<file path="src/include/lrx_pkg.sv">
package lrx_pkg;

	// ****************************************************************
	// register map
	// ****************************************************************
	localparam logic [7:0] ADDR_CTRL = 8'h00;
	localparam logic [7:0] ADDR_HALF_DIV = 8'h04;
	localparam logic [7:0] ADDR_IRQ_STATUS = 8'h08;
	localparam logic [7:0] ADDR_IRQ_MASK = 8'h0C;
	localparam logic [7:0] ADDR_STATE = 8'h10;

	// ****************************************************************
	// field positions
	// ****************************************************************
	localparam int CTRL_INVERT = 0;
	localparam int CTRL_DECODE = 1;
	localparam int CTRL_RATE_LO = 2;
	localparam int CTRL_EQ = 4;
	localparam int IRQ_LOL_CHANGE = 0;
	localparam int IRQ_VIOLATION = 1;
	localparam int STATE_LOL = 0;
	localparam int STATE_EQ = 1;
	localparam int STATE_SINGLE = 2;
	localparam int STATE_HOST = 3;

	// ****************************************************************
	// reset values
	// ****************************************************************
	localparam logic [4:0] CTRL_RESET = 5'h00;
	localparam logic [7:0] HALF_DIV_RESET = 8'h01;
	localparam logic [1:0] IRQ_MASK_RESET = 2'h0;

	// ****************************************************************
	// rate codes and timing
	// ****************************************************************
	localparam logic [1:0] RATE_DS3 = 2'h0;
	localparam logic [1:0] RATE_E3 = 2'h1;
	localparam logic [1:0] RATE_STS1 = 2'h2;
	localparam int CLK_PERIOD_NS = 10;
	localparam int LOL_WINDOW_NS = 10240;
	localparam int LOL_WINDOW_CYC = LOL_WINDOW_NS / CLK_PERIOD_NS;
	localparam logic [10:0] LOL_TOLERANCE = 11'h008;
	localparam int SYNC_PINS = 8;

	typedef struct packed {
		logic pos;
		logic neg;
	} lrx_sym_t;

	typedef struct packed {
		logic eq_enable;
		logic [1:0] rate;
		logic decode_enable;
		logic clock_invert;
	} lrx_ctrl_t;

endpackage

</file>
<file path="src/rtl/lrx_receive_output.sv">
// Added by the designer: the APB register port and the placing of the registers.
`timescale 1ns/1ps
`default_nettype none

// Behaviour
// recovered clock output per channel accompanies the receive data
// by default data outputs change on recovered clock rising edge
// host mode invert control bit set moves data update to falling edge
// hardware mode invert pin high inverts clock; data on falling edge
// negative output pulses high for each negative line pulse
// positive output pulses high for each positive line pulse
// with decoder enabled, substitution patterns appear as zeros
// hardware mode equalizer pin enables equalizer; ignored in host mode
// host mode register reset pin low restores register defaults
// system supplies reference clock at the channel's line rate
// reference clock is the basis for loss-of-lock declare and clear
// channel rate is independent; transmit clock may be the reference
// rail select high gives single-rail output, low gives dual-rail
// host select high takes configuration from registers, ignores pins; the rail select pin is still read in host mode
// single-rail data on positive output, negative output held low
// B3ZS rules for DS3 and STS-1, HDB3 rules for E3
module lrx_receive_output (
	input wire logic pclk, // apb clock, 100 MHz
	input wire logic presetn, // async reset, active low
	input wire logic psel, // apb select
	input wire logic penable, // apb enable
	input wire logic pwrite, // apb direction
	input wire logic [7:0] paddr, // apb byte address
	input wire logic [31:0] pwdata, // apb write data
	output logic [31:0] prdata, // apb read data
	output logic pready, // apb ready
	output logic pslverr, // apb error, unmapped address
	input wire logic line_in_tip, // sliced positive line pulse
	input wire logic line_in_ring, // sliced negative line pulse
	input wire logic reference_clock_in, // lock reference clock
	input wire logic rx_clock_invert, // hardware mode invert pin
	input wire logic rx_equalizer_enable, // hardware mode equalizer pin
	input wire logic register_reset_n, // host mode register reset
	input wire logic rail_mode_select, // high selects single rail
	input wire logic host_mode_select, // high selects host mode
	output logic recovered_clock_out, // recovered clock
	output logic rx_positive_data, // positive or single-rail data
	output logic rx_negative_data, // negative data
	output logic rx_equalizer_active, // equalizer on
	output logic loss_of_lock, // lock alarm
	output logic irq // level interrupt
);

	// ****************************************************************
	// pin synchronisers
	// ****************************************************************
	// three stages; a pin's new level counts only once stages 2 and 3 agree
	logic [lrx_pkg::SYNC_PINS-1:0] pin_raw;
	logic [lrx_pkg::SYNC_PINS-1:0] pin_s1;
	logic [lrx_pkg::SYNC_PINS-1:0] pin_s2;
	logic [lrx_pkg::SYNC_PINS-1:0] pin_s3;
	logic [lrx_pkg::SYNC_PINS-1:0] pin_f;

	assign pin_raw = {host_mode_select, rail_mode_select, register_reset_n,
		rx_equalizer_enable, rx_clock_invert, reference_clock_in,
		line_in_ring, line_in_tip};

	genvar gi;
	generate
		for (gi = 0; gi < lrx_pkg::SYNC_PINS; gi = gi + 1) begin : g_sync
			always_ff @(posedge pclk or negedge presetn) begin
				if (!presetn) begin
					pin_s1[gi] <= 1'b0;
					pin_s2[gi] <= 1'b0;
					pin_s3[gi] <= 1'b0;
					pin_f[gi] <= 1'b0;
				end else begin
					pin_s1[gi] <= pin_raw[gi];
					pin_s2[gi] <= pin_s1[gi];
					pin_s3[gi] <= pin_s2[gi];
					if (pin_s2[gi] == pin_s3[gi]) begin
						pin_f[gi] <= pin_s3[gi];
					end
				end
			end
		end
	endgenerate

	wire tip_f = pin_f[0];
	wire ring_f = pin_f[1];
	wire ref_f = pin_f[2];
	wire inv_pin = pin_f[3];
	wire eq_pin = pin_f[4];
	wire register_reset_n_n = pin_f[5];
	wire single_rail = pin_f[6];
	wire host_mode = pin_f[7];

	// ****************************************************************
	// apb decode
	// ****************************************************************
	lrx_pkg::lrx_ctrl_t ctrl;
	logic [7:0] half_div;
	logic [1:0] irq_status;
	logic [1:0] irq_mask;
	logic [1:0] irq_event;

	wire setup = psel && !penable;
	wire access = psel && penable && pready;
	wire sel_ctrl = paddr == lrx_pkg::ADDR_CTRL;
	wire sel_div = paddr == lrx_pkg::ADDR_HALF_DIV;
	wire sel_stat = paddr == lrx_pkg::ADDR_IRQ_STATUS;
	wire sel_mask = paddr == lrx_pkg::ADDR_IRQ_MASK;
	wire sel_state = paddr == lrx_pkg::ADDR_STATE;
	wire mapped = sel_ctrl || sel_div || sel_stat || sel_mask || sel_state;
	wire wr = access && pwrite && mapped;
	// host reset pin clears registers only while host mode is selected
	wire reg_clear = host_mode && !register_reset_n_n;

	logic [31:0] rd_mux;
	assign rd_mux = sel_ctrl ? {27'h0000000, ctrl} :
		sel_div ? {24'h000000, half_div} :
		sel_stat ? {30'h0, irq_status} :
		sel_mask ? {30'h0, irq_mask} :
		sel_state ? {28'h0000000, host_mode, single_rail,
			rx_equalizer_active, loss_of_lock} : 32'h00000000;

	// one wait-free access: ready rises in the access phase's first cycle
	always_ff @(posedge pclk or negedge presetn) begin
		if (!presetn) begin
			pready <= 1'b0;
			pslverr <= 1'b0;
			prdata <= 32'h00000000;
		end else begin
			pready <= setup;
			pslverr <= setup && !mapped;
			prdata <= (setup && !pwrite) ? rd_mux : 32'h00000000;
		end
	end

	always_ff @(posedge pclk or negedge presetn) begin
		if (!presetn) begin
			ctrl <= lrx_pkg::CTRL_RESET;
			half_div <= lrx_pkg::HALF_DIV_RESET;
			irq_mask <= lrx_pkg::IRQ_MASK_RESET;
		end else if (reg_clear) begin
			ctrl <= lrx_pkg::CTRL_RESET;
			half_div <= lrx_pkg::HALF_DIV_RESET;
			irq_mask <= lrx_pkg::IRQ_MASK_RESET;
		end else if (wr) begin
			if (sel_ctrl) begin
				ctrl <= pwdata[4:0];
			end
			if (sel_div) begin
				half_div <= pwdata[7:0];
			end
			if (sel_mask) begin
				irq_mask <= pwdata[1:0];
			end
		end
	end

	// set wins over a write-one clear landing in the same cycle
	wire [1:0] w1c = (wr && sel_stat) ? pwdata[1:0] : 2'h0;
	always_ff @(posedge pclk or negedge presetn) begin
		if (!presetn) begin
			irq_status <= 2'h0;
			irq <= 1'b0;
		end else begin
			irq_status <= (irq_status & ~w1c) | irq_event;
			irq <= |(((irq_status & ~w1c) | irq_event) & irq_mask);
		end
	end

	// ****************************************************************
	// effective configuration
	// ****************************************************************
	// invert and equalizer read registers in host mode, discrete pins in hardware mode; decode always reads the register
	wire invert = host_mode ? ctrl.clock_invert : inv_pin;
	wire eq_on = host_mode ? ctrl.eq_enable : eq_pin;
	wire decode_on = ctrl.decode_enable;
	// in hardware mode the rate pins live elsewhere; default to DS3 rules
	wire hdb3 = host_mode && (ctrl.rate == lrx_pkg::RATE_E3);
	// rate and divisor per instance, nothing shared between channels

	// ****************************************************************
	// recovered clock
	// ****************************************************************
	logic [7:0] half_cnt;
	logic clk_phase;
	wire half_end = half_cnt >= half_div;
	// symbol boundary on the internal rising edge of the bit clock
	wire bit_tick = half_end && !clk_phase;

	always_ff @(posedge pclk or negedge presetn) begin
		if (!presetn) begin
			half_cnt <= 8'h00;
			clk_phase <= 1'b0;
			recovered_clock_out <= 1'b0;
		end else begin
			half_cnt <= half_end ? 8'h00 : half_cnt + 8'h01;
			if (half_end) begin
				clk_phase <= !clk_phase;
			end
			// inverting the pin keeps data launch on the chosen edge
			recovered_clock_out <= (half_end ? !clk_phase : clk_phase)
				^ invert;
		end
	end

	// ****************************************************************
	// symbol capture and zero-substitution removal
	// ****************************************************************
	// a pulse anywhere in the bit period counts as that bit's mark
	lrx_pkg::lrx_sym_t mark;
	lrx_pkg::lrx_sym_t pipe [0:3];
	logic last_pos;
	wire viol = (mark.pos && last_pos) || (mark.neg && !last_pos);

	always_ff @(posedge pclk or negedge presetn) begin
		if (!presetn) begin
			mark <= '0;
			last_pos <= 1'b0;
			for (int i = 0; i < 4; i++) begin
				pipe[i] <= '0;
			end
		end else if (bit_tick) begin
			mark <= '0;
			if (mark.pos || mark.neg) begin
				last_pos <= mark.pos;
			end
			pipe[1] <= pipe[0];
			pipe[2] <= (decode_on && viol && !hdb3) ? '0 : pipe[1];
			pipe[3] <= (decode_on && viol && hdb3) ? '0 : pipe[2];
			pipe[0] <= (decode_on && viol) ? '0 : mark;
		end else begin
			mark.pos <= mark.pos || tip_f;
			mark.neg <= mark.neg || ring_f;
		end
	end

	// ****************************************************************
	// output launch
	// ****************************************************************
	// the tail of the pipe is late enough that a B pulse is already zeroed
	// launch stays on the internal rise; the invert alone turns the pin,
	// so the framer sees data move on a falling edge and bits keep length
	wire launch = bit_tick;
	always_ff @(posedge pclk or negedge presetn) begin
		if (!presetn) begin
			rx_positive_data <= 1'b0;
			rx_negative_data <= 1'b0;
		end else if (launch) begin
			if (single_rail) begin
				rx_positive_data <= pipe[3].pos || pipe[3].neg;
				rx_negative_data <= 1'b0;
			end else begin
				rx_positive_data <= pipe[3].pos;
				rx_negative_data <= pipe[3].neg;
			end
		end
	end

	// ****************************************************************
	// loss of lock against the reference clock
	// ****************************************************************
	// reference above a quarter of pclk loses edges in the pin filter; feed it pre-divided if so
	logic ref_d;
	logic [10:0] ref_cnt;
	logic [10:0] sym_cnt;
	logic [15:0] win_cnt;
	wire win_end = win_cnt == 16'(lrx_pkg::LOL_WINDOW_CYC - 1);
	wire [10:0] diff = (ref_cnt > sym_cnt) ? ref_cnt - sym_cnt :
		sym_cnt - ref_cnt;
	wire lol_next = diff > lrx_pkg::LOL_TOLERANCE;

	always_ff @(posedge pclk or negedge presetn) begin
		if (!presetn) begin
			ref_d <= 1'b0;
			ref_cnt <= 11'h000;
			sym_cnt <= 11'h000;
			win_cnt <= 16'h0000;
			loss_of_lock <= 1'b0;
			rx_equalizer_active <= 1'b0;
		end else begin
			ref_d <= ref_f;
			rx_equalizer_active <= eq_on;
			win_cnt <= win_end ? 16'h0000 : win_cnt + 16'h0001;
			if (win_end) begin
				ref_cnt <= 11'h000;
				sym_cnt <= 11'h000;
				loss_of_lock <= lol_next;
			end else begin
				ref_cnt <= ref_cnt + {10'h000, ref_f && !ref_d};
				sym_cnt <= sym_cnt + {10'h000, bit_tick};
			end
		end
	end

	assign irq_event[lrx_pkg::IRQ_LOL_CHANGE] =
		win_end && (lol_next != loss_of_lock);
	assign irq_event[lrx_pkg::IRQ_VIOLATION] = bit_tick && viol;

endmodule

`default_nettype wire

</file>
<file path="config.mk">
export PLATFORM = sky130hd
export DESIGN_NAME = lrx_receive_output
export DESIGN_NICKNAME = d
export VERILOG_FILES = /design/src/include/lrx_pkg.sv /design/src/rtl/lrx_receive_output.sv
export SDC_FILE = /design/constraint.sdc
export NUM_CORES = 1
export LEC_CHECK = 0
export ABC_AREA = 1
export ABC_CLOCK_PERIOD_IN_PS = 5900
export BUFFER_PORTS_ARGS = -buffer_cell sky130_fd_sc_hd__buf_2
export CAP_MARGIN = 20
export CORE_AREA = 2 2 111 113
export DETAILED_ROUTE_END_ITERATION = 8
export DIE_AREA = 0 0 113 115
export PLACE_DENSITY_LB_ADDON = 0.2
export SYNTH_ARGS = -nofsm -noshare
export SYNTH_HDL_FRONTEND = slang
export SYNTH_SLANG_ARGS = --single-unit
</file>
<file path="constraint.sdc">
create_clock -name pclk -period 5.9 [get_ports pclk]
set_input_delay 1.77 -clock pclk [delete_from_list [all_inputs] [get_ports pclk]]
set_output_delay 1.77 -clock pclk [all_outputs]
set_load 0.02 [all_outputs]
</file>
Word-level counts from Yosys, hierarchy flattened
Index checks and enable logic that the tools add are counted.
{"block": "totals", "register_bits": 124, "input_bits": 53, "out_inout_bits": 40, "elab_cells": 170}
{"block": "op_classes", "add_sub_neg": 6, "n_lt_le_gt_ge": 3, "eq_ne": 15, "mux": 30, "bitwise_logic": 5, "reduce_logical": 46}
{"op": "8-bit two-way mux", "n": 7}
{"op": "11-bit two-way mux", "n": 3}
{"op": "11-bit by 1-bit adder with 11-bit output", "n": 2}
{"op": "11-bit subtractor", "n": 2}
{"op": "1-bit logical AND", "n": 19}
{"op": "16-bit by 1-bit adder with 16-bit output, second input constant", "n": 1}
{"op": "16-bit by 10-bit == test with 1-bit output, second input constant", "n": 1}
{"op": "8-bit by 4-bit == test with 1-bit output, second input constant", "n": 2}
{"op": "16-bit two-way mux", "n": 1}
{"op": "2-bit two-way mux", "n": 8}
{"op": "5-bit two-way mux", "n": 3}
{"op": "4-bit two-way mux", "n": 3}
{"op": "11-bit > comparator", "n": 1}
{"op": "11-bit by 4-bit > comparator with 1-bit output, second input constant", "n": 1}
{"op": "1-bit logical OR", "n": 9}
{"op": "8-bit by 1-bit adder with 8-bit output, second input constant", "n": 1}
{"op": "1-bit == test", "n": 8}
{"op": "8-bit by 3-bit == test with 1-bit output, second input constant", "n": 1}
{"op": "8-bit by 5-bit == test with 1-bit output, second input constant", "n": 1}
{"op": "8-bit greater-or-equal comparator", "n": 1}
{"op": "1-bit logical NOT", "n": 8}
{"op": "8-bit logical NOT", "n": 1}
{"op": "2-bit AND reduction", "n": 4}
{"op": "2-bit nonzero test", "n": 4}
{"op": "other kinds (8)", "n": 13}

Depth between registers and ports, before layout
{"block": "depth", "word_depth": 13, "mapped_depth": 24}

Worst setup path before layout
No wires, ideal clock.
{"block": "synth_path", "path_type": "flip-flop to flip-flop", "start": "reg half_cnt[0]", "end": "reg sym_cnt[10]", "setup_ps": 123, "arrival_time_ps": 3154, "required_time_ps": 5777, "setup_slack_ps": 2623, "path_stages_with_launch": 25, "n_path_buf": 0, "period_less_slack_ps": 3277, "cell_sequence": "dfrtp_1 > inv_1 > ha_1 > inv_1 > a21boi_0 > o21a_1 > o21ai_0 > nand2_1 > a21o_1 > a21oi_1 > o21ai_1 > ha_1 > ha_1 > ha_1 > nand2_1 > nor2_1 > inv_1 > nor2_1 > inv_1 > nor3_1 > nand2_1 > nor2_1 > nand2_1 > o21ai_0 > a21oi_1"}
{"block": "synth_via", "elab_chain_len": 4}
{"item": "from (decl)", "line": "lrx_receive_output.sv:183", "source": "logic [7:0] half_cnt;"}
{"item": "from (signal assigned)", "line": "lrx_receive_output.sv:195", "source": "half_cnt <= half_end ? 8'h00 : half_cnt + 8'h01;"}
{"item": "8-bit greater-or-equal comparator", "line": "lrx_receive_output.sv:185", "source": "wire half_end = half_cnt >= half_div;"}
{"item": "1-bit logical AND", "line": "lrx_receive_output.sv:187", "source": "wire bit_tick = half_end && !clk_phase;"}
{"item": "named net bit_tick", "line": "lrx_receive_output.sv:187"}
{"item": "11-bit by 1-bit adder with 11-bit output", "line": "lrx_receive_output.sv:289", "source": "sym_cnt <= sym_cnt + {10'h000, bit_tick};"}
{"item": "11-bit two-way mux", "line": "lrx_receive_output.sv:283", "source": "if (win_end) begin"}
{"item": "to (signal assigned)", "line": "lrx_receive_output.sv:289"}
{"item": "to (decl)", "line": "lrx_receive_output.sv:264", "source": "logic [10:0] sym_cnt;"}
The timed path passes the listed nets, and every way through them passes these cells.
A chain may end at the register's enable or synchronous reset.

Worst setup path after layout
Ends and elaborated chain as after synthesis.

==> reports/metrics.yaml <==
status: "finished, violations left"
violations: "DRC"
hold_ws_ns: 0.346
reg2reg_to: "sym_cnt[10]$_DFF_PN0_"
max_freq_mhz: 228
hold_path.class: "flop to flop"
cts.path.max_buffers: 2
crit_fanout: 12
fill_cells: 1024
met3_usage_pct: 5.22
p_int_mw: 2.17
ys_types: 44
ys_warn_count: 0
start_util_pct: 57.4
grt_use_met2_pct: 36.9
clock-sinks: 124
io_buffers: 44
rsz0062_at_grt: "false"
rr_worst_depth: 24
num_rows: 40
seq_area_sq_mm: 0.00310
cts_inserted_buffers: 17
p_leak_nw: 4.08
fin_util_pct: 64.7
cts_hold_buf: 0
multi_input_area_sq_mm: 0.00299
h-tree-depth: 4
fin_tns_setup_ns: 0
die_h_um: 115
ctsResizeCount: 0
critPathKind: "flop to flop"
critical_path_arrival_ns: 4.69
final_nets: 988
grt_pass1_vias: 5263
gp_congestion: 0.899
relSlewSlack_pct: 43.6
wl_per_cell_um: 13.0
vias: 5498
grtUsageMet1_pct: 29.6
ios: 93
max_stage_delay_ns: 0.60
dp.cells: 1025
final_hold_viol_count: 0
synth.avg_cell_area_sq_um: 8.08
powerDensity_mw_per_mm2: 488
seqPwrFrac_pct: 28.9
combPwrFrac_pct: 44.8
drtPass1Iterations: 8
cp.buffers_inverters: 4
via_per_inst: 5.20
totalWireLength_um: 13800
slew_viol_final: 0
setup_violations: 0
dp_hpwl_um: 10400
cp_top_family: "compound AO/OA/AOI/OAI gates"
r2r_start: "half_cnt[0]$_DFF_PN0_"
p_sw_mw: 1.56
drc_errors: 9
clock_latency_ns: 0.42
antennaDiodeCount: 0
ir_drop_v: 0.000291
min_path_cells: 0
clock_skew_ns: 0.00993
die-area_sq_mm: 0.0130
max_cap_violations: 0
cp_slowest_cell: "o21ai_1"
min_from: "pin_s1[2]$_DFF_PN0_"
endpoint_kind: "flop"
gr-total-overflow: 0
min_period_over_period_pct: 74.4
grt_antenna_before_repair: 0
die_w_um: 113
regToRegSetupSlack_ns: 1.51
ys_ff_latch: 124
power.share.clock_pct: 26.2
top_usage_layer: "met2"
cp_cell_sequence: "inv_1 -> ha_1 -> inv_1 -> a21boi_0 -> o21a_1 -> o21ai_0 -> nand2_1 -> a21o_1 -> a21oi_1 -> o21ai_1 -> ha_1 -> ha_1 -> ha_1 -> nand2_1 -> nor2_1 -> inv_1 -> nor2_1 -> inv_1 -> nor3_1 -> nand2_1 -> nor2_1 -> nand2_1 -> o21ai_0 -> a21oi_1"
fin_cells: 1057
grt_pass1_wl_um: 23400
cts_tree: "built"
core_sq_mm: 0.0118
period_needed_ns: 4.39
tightestPinTransition_ns: 0.846
gr-usage-all-layers_pct: 22.4
area_delta_synth_final_pct: 12.8
required_ns: 6.20
swShare_pct: 41.9
start_kind: "flop"
ant_nets: 0
yosysSeqAreaShare_pct: 45.8
clk_pin_slew_ns: 0.05
syn-instance-count: 839
grt_max_degree: 71
drtIter0Drc: 236
holdPathEnd: "pin_s2[2]$_DFF_PN0_"
drive_above_1_share_pct: 12.0
cts_setup_buffers: 0
synthesis.area_sq_mm: 0.00678
cts.root.buffer_cell: "clkbuf_16"
-- worst max-delay path by stage --
| stage | cells after the start | endpoint | start |
|---|---|---|---|
| floorplan | 24 | sym_cnt[10]$_DFF_PN0_ | half_cnt[0]$_DFF_PN0_ |
| global placement | 24 | sym_cnt[10]$_DFF_PN0_ | half_cnt[0]$_DFF_PN0_ |
| detailed placement | 24 | sym_cnt[10]$_DFF_PN0_ | half_cnt[0]$_DFF_PN0_ |
| CTS | 24 | sym_cnt[10]$_DFF_PN0_ | half_cnt[0]$_DFF_PN0_ |
| global route | 24 | sym_cnt[10]$_DFF_PN0_ | half_cnt[0]$_DFF_PN0_ |
| finish | 24 | sym_cnt[10]$_DFF_PN0_ | half_cnt[0]$_DFF_PN0_ |
-- registers in the layout (all words and copies together), names as in the netlist, 2 cells and up --
| signal | count |
|---|---|
| pin_s3 | 8 |
| half_cnt | 8 |
| irq_mask | 2 |
| pipe | 8 |
| sym_cnt | 11 |
| pin_s1 | 8 |
| half_div | 8 |
| pin_s2 | 8 |
| mark | 2 |
| ctrl | 4 |
| win_cnt | 16 |
| prdata | 8 |
| ref_cnt | 11 |
| irq_status | 2 |
-- cells in the final DEF (no fill, tap or decap), types with 3 or more instances in the layout --
cell       instances
nor2_4             3
maj3_1             8
nor2_1            59
a21oi_1           31
inv_1            141
nand2_1          210
nor2_2             3
buf_2             43
ha_1              36
conb_1            24
nand3_1           54
clkbuf_16         17
buf_4              3
inv_2              5
clkinv_4           4
nor3_1            29
xor2_1             8
nor3_2             3
clkinv_2           4
nor3b_1            5
dfrtp_1          123
o21ai_0           32
nand4_1           16
xnor2_1            3
nand2_2           10
-- power groups by stage --
stage               sequential, mW  combinational (mW)  clock [mW]
floorplan                     1.08                1.31           0
global placement              1.08                1.59           0
detailed placement            1.09                1.65           0
CTS                           1.08                1.67       0.998
global route                  1.10                1.91        1.03
finish                        1.08                1.67       0.978
-- routing by layer --
metal / vias up / routed length, um
li1: 2733 / -
met1: 2606 / 6380
met2: 134 / 6490
met3: 25 / 674
met4: 0 / 224
met5: - / 0
-- stage by stage --
step,instance area (sq um),worst slack (ns),power [mW]
2_1_floorplan,6860,2.62,2.39
3_3_place_gp,7080,1.78,2.68
3_5_place_dp,7080,1.68,2.74
4_1_cts,7650,1.53,3.74
5_1_grt,7650,0.992,4.04
6_report,7650,1.51,3.73
-- synth_stat cells, drive strengths merged --
master | count | area (sq um)
nand2 | 221 | 871
inv | 147 | 554
dfrtp | 123 | 3080
nor2 | 65 | 274
nand3 | 55 | 288
ha | 36 | 450
o21ai | 34 | 170
a21oi | 33 | 173
nor3 | 32 | 175
buf | 28 | 200
nand4 | 16 | 100
maj3 | 8 | 80.1
xor2 | 8 | 70.1
nor3b | 5 | 37.5
a21boi | 3 | 22.5
xnor2 | 3 | 26.3
a21o | 2 | 15.0
and3 | 2 | 12.5
clkbuf | 2 | 7.51
fa | 2 | 40.0
o21a | 2 | 15.0
o221ai | 2 | 17.5
a211oi | 1 | 7.51
a221oi | 1 | 8.76
a41oi | 1 | 8.76
clkinv | 1 | 5.00
conb | 1 | 3.75
dfstp | 1 | 26.3
nand3b | 1 | 20.0
nor4 | 1 | 6.26
o22ai | 1 | 6.26
o31ai | 1 | 7.51
-- cells by family after synthesis --
logic type,count (synthesis),share of synthesized area (%)
other cells,1,0.0553
fa+ha+maj,46,8.42
flops,124,45.8
buf+inv,178,11.3
simple gates,398,26.3
xor+xnor,11,1.42
compound gates,81,6.66
-- cell type report --
class	instances	area share [%]
timing repair buffer	46	3.11
clock inverter	12	1.47
multi-input combinational	560	39.1
tap	147	2.41
inverter	148	7.31
clock buffer	20	5.97
sequential	124	40.6
Note: power is estimated with default switching activity, not from simulation.
